**src/rtl/fault_status_pkg.sv**
```systemverilog
/*
 * Constants shared by the fault-status latch: register indices,
 * APB byte addresses, flag bit positions and reset values.
 * Assumes an APB slave with 32-bit data and a 12-bit byte address.
 */
package fault_status_pkg;
	// ----------------------------------------------------------------
	// Register map
	// ----------------------------------------------------------------
	localparam int          ADDR_W       = 12;
	localparam logic [7:0]  STS1_INDEX   = 8'h41;
	localparam logic [7:0]  STS2_INDEX   = 8'h42;
	localparam logic [11:0] STS1_ADDR    = {2'h0, STS1_INDEX, 2'h0};
	localparam logic [11:0] STS2_ADDR    = {2'h0, STS2_INDEX, 2'h0};
	localparam logic [7:0]  STS1_RESET   = 8'h00;
	localparam logic [7:0]  STS2_RESET   = 8'h00;

	// ----------------------------------------------------------------
	// First status register fields
	// ----------------------------------------------------------------
	localparam int BIT_2V5     = 0;
	localparam int BIT_CORE    = 1;
	localparam int BIT_3V3     = 2;
	localparam int BIT_5V      = 3;
	localparam int BIT_ZONE1   = 4;
	localparam int BIT_ZONE2   = 5;
	localparam int BIT_ZONE3   = 6;
	localparam int BIT_SUMMARY = 7;
	localparam int STS1_FLAGS  = 7;

	// ----------------------------------------------------------------
	// Second status register fields
	// ----------------------------------------------------------------
	localparam int BIT_12V      = 0;
	localparam int BIT_RESERVED = 1;
	localparam int BIT_STALL0   = 2;
	localparam int BIT_DIODE1   = 6;
	localparam int BIT_DIODE2   = 7;
	localparam int STS2_FLAGS   = 8;
	localparam int COOLERS      = 4;
	localparam int TACH_W       = 16;
	localparam int VOLT_CHANS   = 4;
endpackage

```
**src/rtl/monitor_fault_status_latch.sv**
```systemverilog
/*
 * Sticky fault-status registers of a hardware monitor, read over APB.
 * Assumes readings, limits, tach counts and diode faults arrive as
 * synchronous levels from the measurement engine on clock.
 */
// Implementation choice: the APB slave port.
// Notes on behaviour
// - A flag sets whenever its reading lies outside its limit window.
// - A set flag stays set until software reads its register.
// - A read clears the register once the fault has gone.
// - Both status registers are read only; writes change nothing.
// - Several flags may be set together and reported in one read.
// - Bits 0-3 of register one: supply at or below low, or above high.
// - Bit 4 of register one: diode one temperature outside zone one window.
// - Bit 5 of register one: internal temperature outside zone two window.
// - Bit 6 of register one: diode two temperature outside zone three window.
// - Bit 7 of register one shows any set bit of register two.
// - Bit 0 of register two: 12V strictly below low or above high.
// - Bits 2-5 of register two: tach count above its 16-bit minimum.
// - Bits 6 and 7 of register two: open or short on diode one, two.
// - A diode fault also sets bit 4 or bit 6 of register one.
// - Temperature comparisons are signed eight-bit two's complement.
`timescale 1ns/100ps
`default_nettype none
module monitor_fault_status_latch (
	input  wire logic        clock,
	input  wire logic        nrst,
	// APB slave
	input  wire logic        psel,
	input  wire logic        penable,
	input  wire logic        pwrite,
	input  wire logic [11:0] paddr,
	input  wire logic [31:0] pwdata,
	output logic      [31:0] prdata,
	output logic             pready,
	output logic             pslverr,
	// Supply readings and limits
	input  wire logic [7:0]  supply_2v5_level,
	input  wire logic [7:0]  supply_2v5_low,
	input  wire logic [7:0]  supply_2v5_high,
	input  wire logic [7:0]  processor_core_supply,
	input  wire logic [7:0]  processor_core_low,
	input  wire logic [7:0]  processor_core_high,
	input  wire logic [7:0]  supply_3v3_level,
	input  wire logic [7:0]  supply_3v3_low,
	input  wire logic [7:0]  supply_3v3_high,
	input  wire logic [7:0]  supply_5v_level,
	input  wire logic [7:0]  supply_5v_low,
	input  wire logic [7:0]  supply_5v_high,
	input  wire logic [7:0]  supply_12v_level,
	input  wire logic [7:0]  supply_12v_low,
	input  wire logic [7:0]  supply_12v_high,
	// Temperatures and zone limits, two's complement
	input  wire logic [7:0]  diode_one_temp,
	input  wire logic [7:0]  internal_temp,
	input  wire logic [7:0]  diode_two_temp,
	input  wire logic [7:0]  zone_one_low,
	input  wire logic [7:0]  zone_one_high,
	input  wire logic [7:0]  zone_two_low,
	input  wire logic [7:0]  zone_two_high,
	input  wire logic [7:0]  zone_three_low,
	input  wire logic [7:0]  zone_three_high,
	// Remote diode open/short detection
	input  wire logic        diode_one_open_short,
	input  wire logic        diode_two_open_short,
	// Tach counts and minimum values
	input  wire logic [15:0] speed_count_one,
	input  wire logic [15:0] speed_count_two,
	input  wire logic [15:0] speed_count_three,
	input  wire logic [15:0] speed_count_four,
	input  wire logic [15:0] stall_limit_one,
	input  wire logic [15:0] stall_limit_two,
	input  wire logic [15:0] stall_limit_three,
	input  wire logic [15:0] stall_limit_four
);
	// ----------------------------------------------------------------
	// Fault conditions
	// ----------------------------------------------------------------
	logic [fault_status_pkg::VOLT_CHANS-1:0] volt_out;
	logic [fault_status_pkg::COOLERS-1:0]    stall_out;
	logic [7:0]  volt_lvl [fault_status_pkg::VOLT_CHANS];
	logic [7:0]  volt_lo  [fault_status_pkg::VOLT_CHANS];
	logic [7:0]  volt_hi  [fault_status_pkg::VOLT_CHANS];
	logic [15:0] tach_cnt [fault_status_pkg::COOLERS];
	logic [15:0] tach_min [fault_status_pkg::COOLERS];
	logic        supply_2v5_flag;
	logic        supply_12v_flag;
	logic        zone_one_out;
	logic        zone_two_out;
	logic        zone_three_out;
	logic        zone_one_limit_flag;
	logic        zone_two_limit_flag;
	logic        zone_three_limit_flag;
	logic        diode_one_fault_flag;
	logic        diode_two_fault_flag;
	logic        cooler_one_stall_flag;
	logic        cooler_two_stall_flag;
	logic        cooler_three_stall_flag;
	logic        cooler_four_stall_flag;
	logic [fault_status_pkg::STS1_FLAGS-1:0] cond1;
	logic [fault_status_pkg::STS2_FLAGS-1:0] cond2;

	// Channel order matches bit order of register one
	assign volt_lvl = '{supply_2v5_level, processor_core_supply,
	                    supply_3v3_level, supply_5v_level};
	assign volt_lo  = '{supply_2v5_low, processor_core_low,
	                    supply_3v3_low, supply_5v_low};
	assign volt_hi  = '{supply_2v5_high, processor_core_high,
	                    supply_3v3_high, supply_5v_high};
	assign tach_cnt = '{speed_count_one, speed_count_two,
	                    speed_count_three, speed_count_four};
	assign tach_min = '{stall_limit_one, stall_limit_two,
	                    stall_limit_three, stall_limit_four};

	// Four supplies: low limit inclusive
	// Four tach channels: count above minimum means stalled
	for (genvar i = 0; i < fault_status_pkg::VOLT_CHANS; i++) begin : g_chan
		window_check #(.W(8), .SIGNED_CMP(1'b0), .LOW_INCL(1'b1)) u_volt (
			.reading    (volt_lvl[i]),
			.low_limit  (volt_lo[i]),
			.high_limit (volt_hi[i]),
			.outside    (volt_out[i])
		);
		assign stall_out[i] = tach_cnt[i] > tach_min[i];
	end

	// 12V uses a strict low bound
	window_check #(.W(8), .SIGNED_CMP(1'b0), .LOW_INCL(1'b0)) u_v12 (
		.reading    (supply_12v_level),
		.low_limit  (supply_12v_low),
		.high_limit (supply_12v_high),
		.outside    (supply_12v_flag)
	);

	// Zones compare signed so negative limits behave
	window_check #(.W(8), .SIGNED_CMP(1'b1), .LOW_INCL(1'b1)) u_zone1 (
		.reading    (diode_one_temp),
		.low_limit  (zone_one_low),
		.high_limit (zone_one_high),
		.outside    (zone_one_out)
	);
	window_check #(.W(8), .SIGNED_CMP(1'b1), .LOW_INCL(1'b1)) u_zone2 (
		.reading    (internal_temp),
		.low_limit  (zone_two_low),
		.high_limit (zone_two_high),
		.outside    (zone_two_out)
	);
	window_check #(.W(8), .SIGNED_CMP(1'b1), .LOW_INCL(1'b1)) u_zone3 (
		.reading    (diode_two_temp),
		.low_limit  (zone_three_low),
		.high_limit (zone_three_high),
		.outside    (zone_three_out)
	);

	// A broken diode reading is meaningless, so its zone flags too
	assign supply_2v5_flag         = volt_out[0];
	assign diode_one_fault_flag    = diode_one_open_short;
	assign diode_two_fault_flag    = diode_two_open_short;
	assign zone_one_limit_flag     = zone_one_out | diode_one_fault_flag;
	assign zone_two_limit_flag     = zone_two_out;
	assign zone_three_limit_flag   = zone_three_out | diode_two_fault_flag;
	assign cooler_one_stall_flag   = stall_out[0];
	assign cooler_two_stall_flag   = stall_out[1];
	assign cooler_three_stall_flag = stall_out[2];
	assign cooler_four_stall_flag  = stall_out[3];

	// Every source drives its own bit, so faults stack up together
	assign cond1 = {zone_three_limit_flag, zone_two_limit_flag, zone_one_limit_flag,
	                volt_out[3], volt_out[2], volt_out[1], supply_2v5_flag};
	assign cond2 = {diode_two_fault_flag, diode_one_fault_flag,
	                cooler_four_stall_flag, cooler_three_stall_flag,
	                cooler_two_stall_flag, cooler_one_stall_flag,
	                1'b0, supply_12v_flag};

	// ----------------------------------------------------------------
	// APB slave state
	// ----------------------------------------------------------------
	typedef struct packed {
		logic        pready_ff;
		logic        pslverr_ff;
		logic [31:0] prdata_ff;
		logic [fault_status_pkg::STS1_FLAGS-1:0] rep1_ff;
		logic [fault_status_pkg::STS2_FLAGS-1:0] rep2_ff;
	} slave_state_t;

	slave_state_t state_ff;
	slave_state_t nxt_state;
	logic [fault_status_pkg::STS1_FLAGS-1:0] sts1;
	logic [fault_status_pkg::STS2_FLAGS-1:0] sts2;
	logic [fault_status_pkg::STS1_FLAGS-1:0] clr1;
	logic [fault_status_pkg::STS2_FLAGS-1:0] clr2;
	logic [7:0]  sts1_view;
	logic        setup;
	logic        rd_done;
	logic        hit1;
	logic        hit2;

	assign setup   = psel & ~penable;
	assign rd_done = psel & penable & state_ff.pready_ff & ~pwrite;
	assign hit1    = paddr == fault_status_pkg::STS1_ADDR;
	assign hit2    = paddr == fault_status_pkg::STS2_ADDR;
	assign sts1_view = {|sts2, sts1};

	// Only the bits reported to software may be cleared
	assign clr1 = rd_done ? state_ff.rep1_ff : '0;
	assign clr2 = rd_done ? state_ff.rep2_ff : '0;

	// Answer one cycle after setup; writes store nothing
	always_comb begin
		nxt_state           = state_ff;
		nxt_state.pready_ff = 1'b0;
		if (setup) begin
			nxt_state.pready_ff  = 1'b1;
			nxt_state.pslverr_ff = ~(hit1 | hit2);
			nxt_state.prdata_ff  = 32'h0000_0000;
			nxt_state.rep1_ff    = '0;
			nxt_state.rep2_ff    = '0;
			if (!pwrite && hit1) begin
				nxt_state.prdata_ff = {24'h00_0000, sts1_view};
				nxt_state.rep1_ff   = sts1;
			end else if (!pwrite && hit2) begin
				nxt_state.prdata_ff = {24'h00_0000, sts2};
				nxt_state.rep2_ff   = sts2;
			end
		end else if (psel && penable && state_ff.pready_ff) begin
			nxt_state.rep1_ff = '0;
			nxt_state.rep2_ff = '0;
		end
	end

	// Synchronous reset of the slave
	always_ff @(posedge clock) begin
		if (!nrst) begin
			state_ff <= '0;
		end else begin
			state_ff <= nxt_state;
		end
	end

	assign prdata  = state_ff.prdata_ff;
	assign pready  = state_ff.pready_ff;
	assign pslverr = state_ff.pslverr_ff;

	// ----------------------------------------------------------------
	// Sticky flags
	// ----------------------------------------------------------------
	// Writes never reach the banks, which keeps both read only
	fault_flag_bank #(.N(fault_status_pkg::STS1_FLAGS)) u_sts1 (
		.clock  (clock),
		.nrst   (nrst),
		.set_in (cond1),
		.clr_in (clr1),
		.flags  (sts1)
	);
	fault_flag_bank #(.N(fault_status_pkg::STS2_FLAGS)) u_sts2 (
		.clock  (clock),
		.nrst   (nrst),
		.set_in (cond2),
		.clr_in (clr2),
		.flags  (sts2)
	);
endmodule
`default_nettype wire

```
**src/rtl/window_check.sv**
```systemverilog
/*
 * Window comparator: flags a reading outside its low/high limits.
 * Assumes reading and limits are stable, synchronous values.
 */
`timescale 1ns/100ps
`default_nettype none
module window_check #(
	parameter int W          = 8,
	parameter bit SIGNED_CMP = 1'b0,
	parameter bit LOW_INCL   = 1'b1
) (
	input  wire logic [W-1:0] reading,
	input  wire logic [W-1:0] low_limit,
	input  wire logic [W-1:0] high_limit,
	output logic              outside
);
	logic below;
	logic above;

	// Signed mode serves two's complement temperatures
	always_comb begin
		if (SIGNED_CMP) begin
			below = LOW_INCL ? ($signed(reading) <= $signed(low_limit))
			                 : ($signed(reading) <  $signed(low_limit));
			above = $signed(reading) > $signed(high_limit);
		end else begin
			below = LOW_INCL ? (reading <= low_limit) : (reading < low_limit);
			above = reading > high_limit;
		end
		outside = below | above;
	end
endmodule
`default_nettype wire

```
**src/rtl/fault_flag_bank.sv**
```systemverilog
/*
 * Bank of sticky fault flags with per-bit clear.
 * Assumes set and clear pulses come from the clock domain of clock.
 */
`timescale 1ns/100ps
`default_nettype none
module fault_flag_bank #(
	parameter int N = 8
) (
	input  wire logic         clock,
	input  wire logic         nrst,
	input  wire logic [N-1:0] set_in,
	input  wire logic [N-1:0] clr_in,
	output logic      [N-1:0] flags
);
	typedef struct packed {
		logic [N-1:0] flags_ff;
	} bank_state_t;

	bank_state_t state_ff;
	bank_state_t nxt_state;

	// Set wins over clear, so a live fault survives its own read
	always_comb begin
		nxt_state          = state_ff;
		nxt_state.flags_ff = set_in | (state_ff.flags_ff & ~clr_in);
	end

	// Flags start clear
	always_ff @(posedge clock) begin
		if (!nrst) begin
			state_ff <= '0;
		end else begin
			state_ff <= nxt_state;
		end
	end

	assign flags = state_ff.flags_ff;
endmodule
`default_nettype wire

```
**config.mk**
```make
export PLATFORM = sky130hd
export DESIGN_NAME = monitor_fault_status_latch
export DESIGN_NICKNAME = d
export VERILOG_FILES = /design/src/rtl/fault_status_pkg.sv /design/src/rtl/monitor_fault_status_latch.sv /design/src/rtl/window_check.sv /design/src/rtl/fault_flag_bank.sv
export SDC_FILE = /design/constraint.sdc
export NUM_CORES = 1
export LEC_CHECK = 0
export BUFFER_PORTS_ARGS = -buffer_cell sky130_fd_sc_hd__buf_4
export CAP_MARGIN = 15
export CORE_AREA = 10 10 151 153
export CTS_CLUSTER_DIAMETER = 150
export DETAILED_ROUTE_END_ITERATION = 8
export DIE_AREA = 0 0 161 163
export GPL_ROUTABILITY_DRIVEN = 0
export GPL_TIMING_DRIVEN = 0
export PLACE_DENSITY = 0.68
export SLEW_MARGIN = 20
export SYNTH_ARGS = -nofsm -noshare
export SYNTH_HDL_FRONTEND = slang
export SYNTH_SLANG_ARGS = --single-unit
```
**constraint.sdc**
```tcl
create_clock -name clock -period 1.4 [get_ports clock]
set_input_delay 0.07 -clock clock [delete_from_list [all_inputs] [get_ports clock]]
set_output_delay 0.07 -clock clock [all_outputs]
set_load 0.05 [all_outputs]
```
==> flow_summary.json <==
{
  "synth_common_cells": "ha_1 (191), inv_1 (190), a21oi_1 (80)",
  "nets": 1805,
  "synthArstFlopShare_pct": 0,
  "clock_latency_ns": 0.28,
  "drive_gt1_share_pct": 33.6,
  "place_inst": 1503,
  "worst_setup_path_end_kind": "flip-flop",
  "grt_use_total_pct": 16.9,
  "syn_inst": 862,
  "cts_tree": "done",
  "post-route-min-period_ns": 1.43,
  "antennaDiodeCount": 0,
  "antenna_left": 0,
  "clkTransAtPathRegs_ns": 0.06,
  "post-route-util_pct": 49.3,
  "rsz0062_at_grt": "yes",
  "synth_edf_count": 0,
  "worst_setup_path_start_kind": "flip-flop",
  "synth_top_area_share_pct": 36.9,
  "routed_via_density": 4.70,
  "initial_utilization_pct": 32.6,
  "violations": "negative setup slack",
  "crit_end": "u_sts1.flags[6]",
  "die_y_um": 163,
  "synth.largest_area_cell": "ha_1",
  "cts.sinks": 40,
  "routed_wl_um": 23500,
  "syn_area_sq_um": 6480,
  "clock.fmax_ghz": 0.700,
  "antenna_found_initial": 0,
  "critical_path.max_fanout": 7,
  "reg2reg_slack_ns": -0.03,
  "finalSetupTns_ns": -0.0443,
  "fillers": 1988,
  "gr-usage-met3_pct": 6.60,
  "min_from": "diode_two_open_short",
  "holdWs_ns": 0.0161,
  "area_delta_synth_final_pct": 51.5,
  "placementRows": 52,
  "grt_max_degree": 15,
  "placed_cell_area_sq_um": 9520,
  "synth_area_leaders": "ha_1 (37%), dfxtp_1 (12%), inv_1 (11%)",
  "die_area_sq_um": 26200,
  "reg2reg_depth": 5,
  "ir_worst_vdd_uv": 399,
  "port_buffers": 348,
  "startpoint": "pready",
  "maxCapViolations": 0,
  "use_met1_pct": 17.3,
  "synth-warning-count": 0,
  "cts_root_buffer": "clkbuf_16",
  "worstPathRequired_ns": 1.57,
  "busiest_layer": "met2",
  "dr_total_vias": 7118,
  "grt_pass1_vias": 7462,
  "cts_buffer_depth": 2,
  "ys_ff_latch": 40,
  "status": "finished with violations",
  "drc": 0,
  "fin_total_pwr_mw": 4.70,
  "dp.final_hpwl_um": 21700,
  "power_density_nw_per_um2": 478,
  "synth_cell_type_count": 54,
  "drt-pass1-iter-count": 4,
  "yosysMostFrequentCell": "ha_1",
  "path_class": "flip-flop to flip-flop",
  "fin_skew_ns": 0.00372,
  "drt_iter0_drc": 291,
  "fin_cells": 1514,
  "cts_hold_buf": 0,
  "globalRouteOverflowTotal": 0,
  "setup_slack_ns": -0.0289,
  "avgSynthCellArea_sq_um": 7.52,
  "die_w_um": 161,
  "finalHoldViolations": 0,
  "r2r_start": "pready",
  "finalCritPeriodShare_pct": 102,
  "leakagePower_nw": 5.54,
  "grt.met2_usage_pct": 31.5,
  "hold_class": "input port to flip-flop",
  "timing.rr.end": "u_sts1.flags[6]",
  "cts_made_buffers": 5,
  "ys.flop_type": "dfxtp_1",
  "max_slew_margin_pct": 49.3,
  "drv_slew": 0,
  "h-tree-depth": 2,
  "finalSetupViolations": 2,
  "routedWlPerCell_um": 15.5,
  "design_area_sq_um": 9820,
  "ioPinCount": 405,
  "grt_pass1_wl_um": 36300,
  "tightest_slew_ns": 0.761,
  "coreArea_sq_um": 19900,
  "place_ws_ns": -0.327,
  "worst_ep_arrival_time_ns": 1.59,
  "ys_seq_area_share_pct": 12.4
}
==> power by group <==
group	switching, mW	leakage (nW)	internal (mW)	total, mW
Combinational	1.09	5.15	1.28	2.37
Sequential	0.0307	0.328	1.18	1.21
Clock	0.449	0.0703	0.663	1.11
Total	1.57	5.54	3.12	4.70
==> flip-flops by register name, summed over array words and instances (netlist names) <==
register,flops
pready,1
state_ff,15
u_sts2.flags,8
u_sts1.flags,7
prdata,8
pslverr,1
==> worst max-delay path: stages (launching register included) <==
cell and delay [ns]:
dfxtp_4 0.34, and4b_1 0.21, buf_6 0.17, nand2_2 0.06
a211o_1 0.25, o41a_1 0.29
==> how the worst min path moves through the flow <==
stage	to	slack, ns	cells past startpoint
final	u_sts2.flags[7]	0.02	3
after global routing	u_sts2.flags[7]	0.01	3
after CTS	u_sts2.flags[7]	0.02	3
after detailed placement	u_sts2.flags[7]	0.31	3
after global placement	u_sts2.flags[7]	0.30	3
after floorplan	u_sts2.flags[6]	0.19	2
==> cell families (layout without fill, tap and decap cells) <==
family | Yosys count | in the layout | share of synthesized area, %
flops | 40 | 40 | 12.4
fa+ha+maj | 191 | 191 | 36.9
other cells | 1 | 24 | 0.0578
compound gates | 199 | 199 | 19.0
simple gates | 199 | 199 | 16.4
buf+inv | 232 | 591 | 15.3
==> cell type report <==
cell class                 instances  area [sq um]  area share [%]
buffer                            41           297            3.02
tap                              270           338            3.44
clock buffer                       5           125            1.27
inverter                         191           717            7.30
multi-input combinational        613          4860            49.5
clock inverter                     3          22.5           0.229
timing repair buffer             351          2650            27.0
sequential                        40           805            8.19
==> repair_timing <==
item / CTS / global route
resized for setup: 14 / 20
cloned: 0 / 1
endpoints found under the setup margin: 22 / 30
endpoints found under the hold margin: 0 / 0
buffers inserted: 0 / 2
pin swaps: 1 / 6
==> routing by layer <==
layer,up-vias,wire length [um]
met5,-,0
met4,0,416
met3,22,2260
met2,266,11900
met1,3117,8920
li1,3713,-
==> cells in the final DEF, fill, tap and decap left out, types with 5 or more instances in the layout <==
cell | Yosys | layout
nand2_1 | 58 | 57
ha_1 | 191 | 191
a211oi_1 | 11 | 10
nor2_1 | 32 | 32
dfxtp_1 | 40 | 39
nor2b_1 | 22 | 22
nand4_1 | 41 | 41
a31oi_1 | 12 | 12
o211ai_1 | 17 | 17
o21ai_0 | 28 | 27
buf_4 | 32 | 382
a21o_1 | 17 | 17
nand3_1 | 13 | 12
clkbuf_1 | 7 | 6
a21oi_1 | 80 | 77
inv_1 | 190 | 190
clkbuf_16 | 0 | 6
a211o_1 | 5 | 5
nand2b_1 | 9 | 9
conb_1 | 1 | 24
o22ai_1 | 6 | 6
(Power assumes the default switching activity.)
